[src/ocs_pkg.sv]
// Constants, register map and state encodings for the output shutdown/enable control
// What this block does
// - Pin is shutdown input when function bit set
// - Polarity select lives in pin control bit 1
// - Asserted pin in shutdown mode forces global shutdown
// - Global shutdown tri-states outputs, power stays on
// - Synthesizer and dividers keep running in shutdown
// - Enable mode: polarity 0 high, 1 low
// - Active pin forces static off unless enable low
// - Inactive pin with enable low keeps output running
// - Disable bit low always forces high impedance
// - Pin function bit resets cleared, shutdown off
// - Status bit 7 reports store burned
// - Burning only clears bits, never sets them
// - Four separately burned slots, each flagged
// - Unburned slot reads back all ones
// - Host reaches registers over the I2C link
package ocs_pkg;

   // ------------------------------------------------------------
   // Register offsets
   // ------------------------------------------------------------
   localparam logic [7:0] OTP_STATUS_ADDR = 8'h00; // Store status
   localparam logic [7:0] PIN_CTRL_ADDR = 8'h10; // Pin function and polarity
   localparam logic [7:0] OUT_EN_N_ADDR = 8'h11; // Per-output active-low enables
   localparam logic [7:0] OUT_DIS_N_ADDR = 8'h12; // Per-output disable bits
   localparam logic [7:0] OTP_CMD_ADDR = 8'h13; // Slot select, burn, load
   localparam logic [7:0] OTP_RD0_ADDR = 8'h14; // Slot readback byte 0
   localparam logic [7:0] OTP_RD1_ADDR = 8'h15; // Slot readback byte 1
   localparam logic [7:0] OTP_RD2_ADDR = 8'h16; // Slot readback byte 2

   // ------------------------------------------------------------
   // Field positions
   // ------------------------------------------------------------
   localparam int PIN_FUNC_BIT = 0; // 1 = shutdown, 0 = output enable
   localparam int PIN_POL_BIT = 1; // 1 = enable pin active low
   localparam int STAT_BURNED_BIT = 7; // Any slot burned
   localparam int CMD_BURN_BIT = 4; // Write 1 to burn selected slot
   localparam int CMD_LOAD_BIT = 5; // Write 1 to load selected slot

   // ------------------------------------------------------------
   // Reset values and sizes
   // ------------------------------------------------------------
   localparam logic [7:0] PIN_CTRL_RST = 8'h00; // Shutdown disabled
   localparam logic [7:0] OUT_EN_N_RST = 8'h00; // All outputs enabled
   localparam logic [7:0] OUT_DIS_N_RST = 8'hff; // No output forced off
   localparam logic [7:0] BYTE_ONES = 8'hff; // Erased store byte
   localparam logic [3:0] BYTE_BITS = 4'h8; // Bits per I2C byte
   localparam int OTP_SLOTS = 4; // Stored configurations
   localparam int OTP_BYTES = 3; // Bytes kept per configuration

   // ------------------------------------------------------------
   // I2C slave states
   // ------------------------------------------------------------
   typedef enum logic [2:0]
   {
      ST_IDLE = 3'b000,
      ST_ADDR = 3'b001,
      ST_ACK = 3'b010,
      ST_WR = 3'b011,
      ST_RD = 3'b100,
      ST_RACK = 3'b101
   } ocs_state_e;

endpackage

[src/ocs_sync.sv]
// Two-flop synchroniser for the dual-function pin
`timescale 1ns/1ns
module ocs_sync #(
   parameter int W = 1
) (
   // Clock and reset
   input wire logic clk_i,
   input wire logic rst_b_i,
   // Data
   input wire logic [W-1:0] d_i,
   output logic [W-1:0] q_o
);

   logic [W-1:0] meta_reg; // First stage, read only by second
   logic [W-1:0] sync_reg; // Second stage

   // ------------------------------------------------------------
   // Two stages so no gate ever sees a metastable level
   // ------------------------------------------------------------
   always_ff @(posedge clk_i or negedge rst_b_i)
   begin
      if (!rst_b_i)
      begin
         meta_reg <= '0;
         sync_reg <= '0;
      end
      else
      begin
         meta_reg <= d_i;
         sync_reg <= meta_reg;
      end
   end

   assign q_o = sync_reg;

endmodule // ocs_sync

[src/ocs_otp.sv]
// One-time-programmable configuration store with per-slot burned flags
`timescale 1ns/1ns
module ocs_otp #(
   parameter int SLOTS = ocs_pkg::OTP_SLOTS,
   parameter int DW = ocs_pkg::OTP_BYTES * 8
) (
   // Clock and reset
   input wire logic clk_i,
   input wire logic rst_b_i,
   // Burn port
   input wire logic burn_i,
   input wire logic [1:0] slot_i,
   input wire logic [DW-1:0] data_i,
   // Read port
   output logic [DW-1:0] rd_data_o,
   output logic [SLOTS-1:0] burned_o
);

   logic [DW-1:0] mem_reg [SLOTS]; // Fuse array, only meaningful once burned
   logic [DW-1:0] mem_next [SLOTS];
   logic [SLOTS-1:0] fresh_reg = '1; // Slot flag fuses, 1 = never burned; a blank part
   logic [SLOTS-1:0] fresh_next;

   // ------------------------------------------------------------
   // Burn: fuses can only go from one to zero
   // ------------------------------------------------------------
   always_comb
   begin
      mem_next = mem_reg;
      fresh_next = fresh_reg;
      // Burns are ignored while the part is held in reset
      if (burn_i && rst_b_i)
      begin
         // A blank slot starts from all ones
         mem_next[slot_i] = (fresh_reg[slot_i] ? {DW{1'b1}} : mem_reg[slot_i]) & data_i;
         fresh_next[slot_i] = 1'b0;
      end
   end

   // No reset: fuses keep their state through a power cycle
   always_ff @(posedge clk_i)
   begin
      mem_reg <= mem_next;
      fresh_reg <= fresh_next;
   end

   // Unburned slots read their erased ones
   assign rd_data_o = fresh_reg[slot_i] ? {DW{1'b1}} : mem_reg[slot_i];
   assign burned_o = ~fresh_reg;

endmodule // ocs_otp

[src/ocs_output_ctrl.sv]
// Top: I2C register slave, output state decision and configuration store control
`timescale 1ns/1ns
module ocs_output_ctrl #(
   parameter int NUM_OUT = 5,
   parameter logic [6:0] DEV_ADDR = 7'h2c // Arbitrary bus address
) (
   // Clock and reset
   input wire logic clk_i,
   input wire logic rst_b_i,
   // I2C link, open drain data
   input wire logic scl_i,
   input wire logic sda_i,
   output logic sda_o,
   output logic sda_oe_o,
   // Dual-function pin
   input wire logic shutdown_or_enable_pin_i,
   // Per-output driver state
   output logic [NUM_OUT-1:0] out_run_o,
   output logic [NUM_OUT-1:0] out_off_o,
   output logic [NUM_OUT-1:0] out_hiz_o,
   output logic [NUM_OUT-1:0] out_off_level_o,
   // Synthesizer and divider run
   output logic synth_run_o
);

   // ------------------------------------------------------------
   // Declarations
   // ------------------------------------------------------------
   localparam int DW = ocs_pkg::OTP_BYTES * 8;

   // Link sampling
   logic scl_q_reg; // Previous clock level
   logic sda_q_reg; // Previous data level
   logic scl_rise;
   logic scl_fall;
   logic start_seen;
   logic stop_seen;

   // Slave state
   ocs_pkg::ocs_state_e st_reg, st_next;
   logic [3:0] cnt_reg, cnt_next; // Bits seen in this byte
   logic [7:0] shift_reg, shift_next; // Receive / transmit byte
   logic [7:0] ptr_reg, ptr_next; // Register pointer
   logic rw_reg, rw_next; // 1 = host reads
   logic first_reg, first_next; // Next written byte is pointer
   logic oe_reg, oe_next; // Pull data low
   logic wr_en; // Register write strobe

   // Software registers
   logic func_reg, func_next; // pin_function_select
   logic pol_reg, pol_next; // pin_polarity_select
   logic [NUM_OUT-1:0] en_n_reg, en_n_next; // Active-low enables
   logic [NUM_OUT-1:0] dis_n_reg, dis_n_next; // per_output_disable_n
   logic [1:0] slot_reg, slot_next; // Selected store slot
   logic burn_reg, burn_next; // One-cycle burn pulse
   logic load_reg, load_next; // One-cycle load pulse

   // Store and pin
   logic [DW-1:0] otp_rd;
   logic [DW-1:0] otp_wr;
   logic [ocs_pkg::OTP_SLOTS-1:0] otp_burned;
   logic pin_sync;

   // Output decision
   logic [NUM_OUT-1:0] run_next, off_next, hiz_next, lvl_next;
   logic [NUM_OUT-1:0] run_reg, off_reg, hiz_reg, lvl_reg;
   logic shutdown_now; // Global shutdown in force
   logic enable_pin_active; // Enable-mode pin asserted

   // ------------------------------------------------------------
   // Submodules
   // ------------------------------------------------------------
   // Pin is resynchronised so outputs never see a runt
   ocs_sync #(
      .W(1)
   ) u_pin_sync (
      .clk_i(clk_i),
      .rst_b_i(rst_b_i),
      .d_i(shutdown_or_enable_pin_i),
      .q_o(pin_sync)
   );

   ocs_otp #(
      .SLOTS(ocs_pkg::OTP_SLOTS),
      .DW(DW)
   ) u_otp (
      .clk_i(clk_i),
      .rst_b_i(rst_b_i),
      .burn_i(burn_reg),
      .slot_i(slot_reg),
      .data_i(otp_wr),
      .rd_data_o(otp_rd),
      .burned_o(otp_burned)
   );

   // Snapshot of live settings that a burn stores
   assign otp_wr = {8'(dis_n_reg), 8'(en_n_reg), 6'h00, pol_reg, func_reg};

   // ------------------------------------------------------------
   // Register read mux
   // ------------------------------------------------------------
   function automatic logic [7:0] reg_read(input logic [7:0] a);
      logic [7:0] d;
      d = 8'h00;
      case (a)
         ocs_pkg::OTP_STATUS_ADDR:
         begin
            d[ocs_pkg::STAT_BURNED_BIT] = |otp_burned;
            d[ocs_pkg::OTP_SLOTS-1:0] = otp_burned;
         end
         ocs_pkg::PIN_CTRL_ADDR:
         begin
            d[ocs_pkg::PIN_FUNC_BIT] = func_reg;
            d[ocs_pkg::PIN_POL_BIT] = pol_reg;
         end
         ocs_pkg::OUT_EN_N_ADDR: d = 8'(en_n_reg);
         ocs_pkg::OUT_DIS_N_ADDR: d = 8'(dis_n_reg);
         ocs_pkg::OTP_CMD_ADDR: d = 8'(slot_reg);
         ocs_pkg::OTP_RD0_ADDR: d = otp_rd[7:0];
         ocs_pkg::OTP_RD1_ADDR: d = otp_rd[15:8];
         ocs_pkg::OTP_RD2_ADDR: d = otp_rd[23:16];
         default: d = 8'h00; // Unmapped reads zero
      endcase
      return d;
   endfunction

   // ------------------------------------------------------------
   // Link edge and condition detection
   // ------------------------------------------------------------
   assign scl_rise = scl_i & ~scl_q_reg;
   assign scl_fall = ~scl_i & scl_q_reg;
   assign start_seen = scl_i & scl_q_reg & sda_q_reg & ~sda_i;
   assign stop_seen = scl_i & scl_q_reg & ~sda_q_reg & sda_i;

   always_ff @(posedge clk_i or negedge rst_b_i)
   begin
      if (!rst_b_i)
      begin
         scl_q_reg <= 1'b1;
         sda_q_reg <= 1'b1;
      end
      else
      begin
         scl_q_reg <= scl_i;
         sda_q_reg <= sda_i;
      end
   end

   // ------------------------------------------------------------
   // I2C slave state machine
   // ------------------------------------------------------------
   // Data changes only after a falling clock, so setup is a full low phase
   always_comb
   begin
      st_next = st_reg;
      cnt_next = cnt_reg;
      shift_next = shift_reg;
      ptr_next = ptr_reg;
      rw_next = rw_reg;
      first_next = first_reg;
      oe_next = oe_reg;
      wr_en = 1'b0;
      if (start_seen)
      begin
         // Start or repeated start
         st_next = ocs_pkg::ST_ADDR;
         cnt_next = 4'h0;
         oe_next = 1'b0;
      end
      else if (stop_seen)
      begin
         st_next = ocs_pkg::ST_IDLE;
         oe_next = 1'b0;
      end
      else
      begin
         case (st_reg)
            ocs_pkg::ST_IDLE:
            begin
               oe_next = 1'b0;
            end
            ocs_pkg::ST_ADDR, ocs_pkg::ST_WR:
            begin
               if (scl_rise && cnt_reg < ocs_pkg::BYTE_BITS)
               begin
                  shift_next = {shift_reg[6:0], sda_i};
                  cnt_next = cnt_reg + 4'h1;
               end
               if (scl_fall && cnt_reg == ocs_pkg::BYTE_BITS)
               begin
                  if (st_reg == ocs_pkg::ST_ADDR)
                  begin
                     // Only our own address is acknowledged
                     if (shift_reg[7:1] == DEV_ADDR)
                     begin
                        rw_next = shift_reg[0];
                        first_next = 1'b1;
                        oe_next = 1'b1;
                        st_next = ocs_pkg::ST_ACK;
                     end
                     else
                     begin
                        st_next = ocs_pkg::ST_IDLE;
                     end
                  end
                  else
                  begin
                     if (first_reg)
                     begin
                        ptr_next = shift_reg;
                        first_next = 1'b0;
                     end
                     else
                     begin
                        wr_en = 1'b1;
                        ptr_next = ptr_reg + 8'h01;
                     end
                     oe_next = 1'b1;
                     st_next = ocs_pkg::ST_ACK;
                  end
               end
            end
            ocs_pkg::ST_ACK:
            begin
               if (scl_fall)
               begin
                  cnt_next = 4'h0;
                  if (rw_reg)
                  begin
                     // Load next read byte, present its top bit
                     shift_next = reg_read(ptr_reg);
                     oe_next = ~shift_next[7];
                     ptr_next = ptr_reg + 8'h01;
                     st_next = ocs_pkg::ST_RD;
                  end
                  else
                  begin
                     oe_next = 1'b0;
                     st_next = ocs_pkg::ST_WR;
                  end
               end
            end
            ocs_pkg::ST_RD:
            begin
               if (scl_rise)
               begin
                  cnt_next = cnt_reg + 4'h1;
               end
               if (scl_fall)
               begin
                  if (cnt_reg == ocs_pkg::BYTE_BITS)
                  begin
                     oe_next = 1'b0; // Free the line for host ack
                     st_next = ocs_pkg::ST_RACK;
                  end
                  else
                  begin
                     shift_next = {shift_reg[6:0], 1'b0};
                     oe_next = ~shift_reg[6];
                  end
               end
            end
            ocs_pkg::ST_RACK:
            begin
               if (scl_rise)
               begin
                  // Nack ends the read; ack reuses the load path
                  st_next = sda_i ? ocs_pkg::ST_IDLE : ocs_pkg::ST_ACK;
               end
            end
            default:
            begin
               st_next = ocs_pkg::ST_IDLE;
               oe_next = 1'b0;
            end
         endcase
      end
   end

   always_ff @(posedge clk_i or negedge rst_b_i)
   begin
      if (!rst_b_i)
      begin
         st_reg <= ocs_pkg::ST_IDLE;
         cnt_reg <= 4'h0;
         shift_reg <= 8'h00;
         ptr_reg <= 8'h00;
         rw_reg <= 1'b0;
         first_reg <= 1'b0;
         oe_reg <= 1'b0;
      end
      else
      begin
         st_reg <= st_next;
         cnt_reg <= cnt_next;
         shift_reg <= shift_next;
         ptr_reg <= ptr_next;
         rw_reg <= rw_next;
         first_reg <= first_next;
         oe_reg <= oe_next;
      end
   end

   // Open drain: only ever pull low
   assign sda_o = 1'b0;
   assign sda_oe_o = oe_reg;

   // ------------------------------------------------------------
   // Software register file
   // ------------------------------------------------------------
   // A load from the store takes priority over a same-cycle write
   always_comb
   begin
      func_next = func_reg;
      pol_next = pol_reg;
      en_n_next = en_n_reg;
      dis_n_next = dis_n_reg;
      slot_next = slot_reg;
      burn_next = 1'b0;
      load_next = 1'b0;
      if (load_reg)
      begin
         func_next = otp_rd[ocs_pkg::PIN_FUNC_BIT];
         pol_next = otp_rd[ocs_pkg::PIN_POL_BIT];
         en_n_next = otp_rd[8 +: NUM_OUT];
         dis_n_next = otp_rd[16 +: NUM_OUT];
      end
      else if (wr_en)
      begin
         case (ptr_reg)
            ocs_pkg::PIN_CTRL_ADDR:
            begin
               func_next = shift_reg[ocs_pkg::PIN_FUNC_BIT];
               pol_next = shift_reg[ocs_pkg::PIN_POL_BIT];
            end
            ocs_pkg::OUT_EN_N_ADDR: en_n_next = shift_reg[NUM_OUT-1:0];
            ocs_pkg::OUT_DIS_N_ADDR: dis_n_next = shift_reg[NUM_OUT-1:0];
            ocs_pkg::OTP_CMD_ADDR:
            begin
               slot_next = shift_reg[1:0];
               burn_next = shift_reg[ocs_pkg::CMD_BURN_BIT];
               load_next = shift_reg[ocs_pkg::CMD_LOAD_BIT];
            end
            default: ; // Status and readback are read-only
         endcase
      end
   end

   always_ff @(posedge clk_i or negedge rst_b_i)
   begin
      if (!rst_b_i)
      begin
         func_reg <= ocs_pkg::PIN_CTRL_RST[ocs_pkg::PIN_FUNC_BIT];
         pol_reg <= ocs_pkg::PIN_CTRL_RST[ocs_pkg::PIN_POL_BIT];
         en_n_reg <= ocs_pkg::OUT_EN_N_RST[NUM_OUT-1:0];
         dis_n_reg <= ocs_pkg::OUT_DIS_N_RST[NUM_OUT-1:0];
         slot_reg <= 2'h0;
         burn_reg <= 1'b0;
         load_reg <= 1'b0;
      end
      else
      begin
         func_reg <= func_next;
         pol_reg <= pol_next;
         en_n_reg <= en_n_next;
         dis_n_reg <= dis_n_next;
         slot_reg <= slot_next;
         burn_reg <= burn_next;
         load_reg <= load_next;
      end
   end

   // ------------------------------------------------------------
   // Output state decision
   // ------------------------------------------------------------
   // Shutdown pin is active high; polarity only applies in enable mode
   assign shutdown_now = func_reg & pin_sync;
   assign enable_pin_active = ~func_reg & (pin_sync ^ pol_reg);

   always_comb
   begin
      for (int i = 0; i < NUM_OUT; i++)
      begin
         run_next[i] = 1'b1;
         off_next[i] = 1'b0;
         hiz_next[i] = 1'b0;
         // Single-ended reference rests high, others rest low
         lvl_next[i] = (i == 0);
         if (!dis_n_reg[i] || shutdown_now)
         begin
            run_next[i] = 1'b0;
            hiz_next[i] = 1'b1;
         end
         else if (enable_pin_active && en_n_reg[i])
         begin
            run_next[i] = 1'b0;
            off_next[i] = 1'b1;
         end
         // Otherwise a low enable keeps the output running
      end
   end

   always_ff @(posedge clk_i or negedge rst_b_i)
   begin
      if (!rst_b_i)
      begin
         run_reg <= '0;
         off_reg <= '0;
         hiz_reg <= '1;
         lvl_reg <= '0;
      end
      else
      begin
         run_reg <= run_next;
         off_reg <= off_next;
         hiz_reg <= hiz_next;
         lvl_reg <= lvl_next;
      end
   end

   assign out_run_o = run_reg;
   assign out_off_o = off_reg;
   assign out_hiz_o = hiz_reg;
   assign out_off_level_o = lvl_reg;

   // Shutdown touches only drivers; synthesis never stops
   assign synth_run_o = 1'b1;

endmodule // ocs_output_ctrl

[config.mk]
export PLATFORM = sky130hd
export DESIGN_NAME = ocs_output_ctrl
export DESIGN_NICKNAME = d
export VERILOG_FILES = /design/src/ocs_pkg.sv /design/src/ocs_sync.sv /design/src/ocs_otp.sv /design/src/ocs_output_ctrl.sv
export SDC_FILE = /design/constraint.sdc
export NUM_CORES = 1
export LEC_CHECK = 0
export ABC_AREA = 1
export BUFFER_PORTS_ARGS = -buffer_cell sky130_fd_sc_hd__buf_2
export CORE_MARGIN = 3
export CORE_UTILIZATION = 60
export CTS_CLUSTER_SIZE = 10
export DETAILED_ROUTE_END_ITERATION = 7
export GPL_ROUTABILITY_DRIVEN = 1
export PLACE_DENSITY = 0.83
export SKIP_CTS_REPAIR_TIMING = 1
export SLEW_MARGIN = 20
export SYNTH_ARGS = -nofsm -noshare
export SYNTH_HDL_FRONTEND = slang
export SYNTH_HIERARCHICAL = 1
export SYNTH_SLANG_ARGS = --single-unit
[constraint.sdc]
create_clock -name clk_i -period 6.9 [get_ports clk_i]
set_clock_uncertainty 0.2 [all_clocks]
set_input_delay 0.345 -clock clk_i [delete_from_list [all_inputs] [get_ports clk_i]]
set_output_delay 0.345 -clock clk_i [all_outputs]
set_load 0.02 [all_outputs]
==> results.toml, run 1 <==
[outcome]
status = "finished clean"

[global_route]
grt_pass1_wl_um = 29800
grt_pass1_vias = 6156
grt_remaining_overflow = 0
grtUsageTotal = 0.261
grt_start_max_net_pins = 64
antenna_found_initial = 0

[setup_path]
cpMostUsedCell = "buf_4"
crit_path_top_delay_cell = "nor3_2"
startpoint_type = "primary input"
worstPathRequired_ns = 6.82
critPathKind = "in -> reg"
cpPeakStageDelay_ns = 0.91
path_cells = "dlygate4sd3_1 -> buf_2 -> buf_4 -> nand2_1 -> nor3_2 -> buf_4"
crit_fanout = 63
cp-end-kind = "register"
crit_arrival_ns = 3.25

[power_and_ir_drop]
ir_drop_mv = 0.178
pwr-share-comb = 0.181
internal_power_mw = 1.91
power.switching_mw = 0.788
seqPwrFrac = 0.426
p_sw_frac = 0.293
power.density_nw_per_um2 = 301
leakagePower_nw = 3.93
pwr-share-clk = 0.393

[detailed_routing]
dr.pass1.iters = 7
routed_wl_um = 18600
drc_errors = 0
ant_nets = 0
num_vias = 6401
detail_route.wl_per_cell_um = 16.7
drt-vias-per-instance = 5.75
drt_iter0_markers = 906

[min_path]
hp-class = "reg -> reg"

[synthesis]
yosys.area.top_type = "edfxtp_1"
synth.yosys.seq_area_share = 0.571
ys_top_cells_by_area = "edfxtp_1 (38%), dfrtp_1 (16%), nand2_1 (11%)"
netlist_area_um2 = 8000
yosys_warnings = 6
ys_seq_elements = 162
ys_types = 40
ys.flop_type = "edfxtp_1"
synthesis.instances = 896
synth_most_common_cell = "nand2_1"
ys_top_cells_by_count = "nand2_1 (244), nand3_1 (135), edfxtp_1 (100)"
avgSynthCellArea_um2 = 8.93
synth_top_area_share = 0.375
async_flop_share = 0.383
synth_edf_count = 100

[finish]
num-nets-final = 939
diodes = 0
layout-drive-gt1-share = 0.126
fin_cells = 1113
syn_to_final_growth_pct = 11.9
largest_register_ffs = 96

[cts]
clk_pin_slew_ns = 0.06
clk_latency_ns = 0.43
htree_levels = 4
cts-root-buf = "clkbuf_16"
clk_path_buf_depth = 2
cts_made_buffers = 17
clock-sinks = 162
cts_tree = "built"

[timing]
relSlewSlack = 0.260
setup-tns-final_ns = 0
period_minus_slack_ns = 3.33
setup_violations = 0
clock.fmax_mhz = 300
fin_crit_sh = 0.483
hold_violations = 0
maxSlewViolCount = 0
tightest_slew_ns = 1.10
rsz0062_at_grt = "no"

[place]
place_inst = 1076
io_buffers = 21
place.gp.congestion = 0.954
detailed_place_hpwl_um = 11800

[die]
die_w_um = 121
core_area_um2 = 12800
ios = 28
die_area_um2 = 14800
floorplan.initialDensity = 0.624
fp-row-count = 41
die_height_um = 121

[job]
drv_cap = 0
metal layers:
layer	global-route usage	wire length, µm	vias to the layer above
li1	-	-	3012
met1	0.321	7290	2951
met2	0.429	9120	365
met3	0.0545	1410	73
met4	0.146	809	0
met5	0	0	-
logic make-up (layout without fill, tap and decap cells):
| family | Yosys count | in the layout | share of synthesized area |
|---|---|---|---|
| XOR/XNOR | 5 | 5 | 0.00547 |
| other | 2 | 19 | 0.000939 |
| flip-flops | 162 | 162 | 0.571 |
| AND/OR/NAND/NOR | 505 | 505 | 0.278 |
| adder cells (fa/ha/maj) | 6 | 6 | 0.00938 |
| buffers and inverters | 126 | 154 | 0.0733 |
| AO/OA/AOI/OAI | 90 | 90 | 0.0613 |
cell type report:
type	count	area (µm²)
tap	172	215
sequential	162	4570
inverter	89	347
timing repair buffer	33	225
multi-input combinational	625	2930
fill	914	3870
clock inverter	14	234
clock buffer	18	429
cells in the final DEF (no fill, tap or decap), types with 6 or more instances in the layout:
cell / Yosys / final
inv_2: 6 / 6
edfxtp_1: 100 / 100
o21ai_0: 23 / 23
nand2_2: 14 / 14
nand2_1: 244 / 244
clkbuf_16: 0 / 17
o21ai_1: 7 / 7
buf_2: 21 / 21
nor2_1: 82 / 82
buf_4: 11 / 7
a21oi_1: 45 / 45
bufinv_16: 0 / 6
ha_1: 6 / 6
dfstp_2: 12 / 12
dfrtp_1: 50 / 48
nand3_1: 135 / 135
inv_1: 79 / 79
conb_1: 2 / 19
o211ai_1: 9 / 9
critical path, delay by kind of cell:
kind / cells / cell delay [ns]
buffers and inverters: 4 / 1.59
AND/OR/NAND/NOR: 2 / 1.27
stage by stage:
stage / area [µm²] / power (mW) / setup slack [ns] / utilization / hold WS (ns)
finish: 8960 / 2.70 / 3.57 / 0.698 / 0.157
global route: 8960 / 2.81 / 3.31 / 0.698 / 0.161
CTS: 8890 / 2.69 / 3.33 / 0.693 / -0.187
detailed placement: 8230 / 1.64 / 3.35 / 0.641 / 0.142
global placement: 8230 / 1.62 / 3.45 / 0.641 / 0.145
floorplan: 8070 / 1.52 / 3.78 / - / -0.151
final timing paths:
kind / from / to / slack (ns) / depth (start not counted)
worst min register to register: u_pin_sync/meta_reg / u_pin_sync/q_o / 0.16 / 0
worst max-delay path: rst_b_i / u_otp/mem_reg[22] / 3.57 / 6
worst min-delay path: u_pin_sync/meta_reg / u_pin_sync/q_o / 0.16 / 0
min in group asynchronous: rst_b_i / out_run_o[4] / 0.43 / 3
max in group asynchronous: rst_b_i / slot_reg[1] / 5.52 / 3
worst max register to register: slot_reg[0] / u_otp/mem_reg[22] / 3.63 / 3
power groups by stage:
stage	registers, mW	logic, mW	clock network [mW]
finish	1.15	0.488	1.06
global route	1.16	0.550	1.11
global placement	1.16	0.458	0
floorplan	1.15	0.369	0
detailed placement	1.16	0.471	0
CTS	1.15	0.476	1.06
Power figures use the tool's default switching activity.
==> run 2: changes to the inputs <==
--- a/config.mk
+++ b/config.mk
@@ -8,7 +8,7 @@
 export ABC_AREA = 1
 export BUFFER_PORTS_ARGS = -buffer_cell sky130_fd_sc_hd__buf_2
 export CORE_MARGIN = 3
-export CORE_UTILIZATION = 60
+export CORE_UTILIZATION = 57
 export CTS_CLUSTER_SIZE = 10
 export DETAILED_ROUTE_END_ITERATION = 7
 export GPL_ROUTABILITY_DRIVEN = 1
==> constraint.sdc (replaced) <==
create_clock -name clk_i -period 2.85 [get_ports clk_i]
set_clock_uncertainty 0.2 [all_clocks]
set_input_delay 0.1425 -clock clk_i [delete_from_list [all_inputs] [get_ports clk_i]]
set_output_delay 0.1425 -clock clk_i [all_outputs]
set_load 0.02 [all_outputs]
==> run 2 against run 1 <==
Effect of this change: cell area rose by 0.39%; non-clock buffer count rose by 12; clock-buffer cell count rose by 6; die area rose by 5.0%.
==> results.toml, run 2 (same netlist as run 1, synthesis figures left out) <==
[setup_path]
crit_start = "slot_reg[1]"
cpMostUsedCell = "nand2_1"
startpoint_type = "register"
crit_arrival_ns = 2.54
cp-end-kind = "register"
cpPeakStageDelay_ns = 0.66
crit_fanout = 25
worstPathRequired_ns = 2.97
crit_path_top_delay_cell = "dfrtp_2"
worst-path-buf-inv = 1
crit_family = "simple AND/OR/NAND/NOR gates"
critPathKind = "reg -> reg"
r2r_start = "slot_reg[1]"
path_cells = "nor2_2 -> nand2_1 -> nand2_1 -> nor2_4 -> buf_4 -> nand2_1 -> nand3_1 -> nand2_1 -> a21oi_1 -> nand2_1 -> nand2_1 -> nand2_1"

[detailed_routing]
num_vias = 6319
drt-vias-per-instance = 5.60
drt_iter0_markers = 811
ant_nets = 0
drc_errors = 0
routed_wl_um = 18500
detail_route.wl_per_cell_um = 16.4
dr.pass1.iters = 5

[finish]
final_cell_area_um2 = 8990
final_util = 0.666
largest_register_ffs = 96
fill_cells = 1041
final_common_cell = "nand2_1"
num-nets-final = 951
syn_to_final_growth_pct = 12.4
layout-drive-gt1-share = 0.134
diodes = 0
layout_common_cells = "nand2_1 (244), nand3_1 (135), edfxtp_1 (100), nor2_1 (82), inv_1 (79)"

[global_route]
grt_start_max_net_pins = 63
grt_pass1_vias = 6037
grtUsageTotal = 0.247
grt_remaining_overflow = 0
antenna_found_initial = 0
grt_pass1_wl_um = 30600

[die]
ios = 28
fp-row-count = 42
floorplan.initialDensity = 0.592
die_height_um = 124
core_area_um2 = 13500
die_w_um = 124
die_area_um2 = 15500

[cts]
clk_path_buf_depth = 2
clk_latency_ns = 0.43
cts_made_buffers = 17
clk_pin_slew_ns = 0.06
htree_levels = 4
cts_tree = "built"
clock-sinks = 162
cts-root-buf = "clkbuf_16"

[timing]
hold_violations = 0
maxSlewViolCount = 0
fin_crit_sh = 0.847
tightest_slew_ns = 0.795
period_minus_slack_ns = 2.42
rsz0062_at_grt = "no"
setup-tns-final_ns = 0
setup_violations = 0
whs_ns = 0.166
clock.fmax_mhz = 414
relSlewSlack = 0.470

[power_and_ir_drop]
ir_drop_mv = 0.388
power_mw = 6.26
power.density_nw_per_um2 = 696
leakagePower_nw = 3.97

[min_path]
worstHoldStart = "shutdown_or_enable_pin_i"
hp-class = "in -> reg"

[place]
detailed_place_hpwl_um = 12500
detailed_place.area_um2 = 8350
place.gp.congestion = 0.907
io_buffers = 21

[job]
drv_cap = 0

[outcome]
status = "finished clean"
run 2: cell types whose count changed in the layout (fill, tap and decap cells not counted):
| cell | previous run | this run |
|---|---|---|
| bufinv_16 | 6 | 3 |
| inv_6 | 3 | 2 |
| clkinvlp_2 | 1 | 0 |
| clkbuf_1 | 1 | 5 |
| buf_16 | 1 | 0 |
| clkbuf_8 | 0 | 2 |
| buf_4 | 7 | 20 |
| nor3_4 | 0 | 4 |
| clkinv_1 | 2 | 1 |
| nor3_2 | 5 | 1 |
run 2: final timing paths:
check,endpoint,slack (ns),cells after the start
setup / recovery,shift_reg[3],0.43,12
setup reg to reg,shift_reg[3],0.43,12
hold reg to reg,u_pin_sync/q_o,0.18,0
hold / removal,u_pin_sync/meta_reg,0.17,2
min in group asynchronous,out_off_o[4],0.24,3
max in group asynchronous,slot_reg[0],1.63,3
run 2: routing by layer:
layer | share of wire | global-route usage | up-vias
met5 | 0 | 0 | -
met4 | 0.035 | 0.119 | 0
met3 | 0.063 | 0.0527 | 51
met2 | 0.48 | 0.393 | 259
met1 | 0.42 | 0.323 | 2969
li1 | - | - | 3040
run 2: cell type report:
| cell class | count | area (µm²) | share of cell area |
|---|---|---|---|
| clock inverter | 8 | 126 | 0.0141 |
| inverter | 89 | 347 | 0.0385 |
| sequential | 162 | 4570 | 0.508 |
| timing repair buffer | 45 | 295 | 0.0328 |
| tap | 176 | 220 | 0.0245 |
| multi-input combinational | 625 | 2960 | 0.329 |
| clock buffer | 24 | 472 | 0.0525 |
run 2: through the flow:
step | setup slack (ns) | instances
floorplan | 0.450 | 913
detailed placement | 0.502 | 1093
finish | 0.435 | 1129
CTS | 0.496 | 1125
global route | 0.177 | 1129
global placement | 0.575 | 1093
run 2: power by group:
group	switching [mW]	total [mW]	internal, mW
sequential	0.155	2.78	2.63
clock	0.887	2.31	1.43
combinational	0.808	1.17	0.359
total	1.85	6.26	4.41
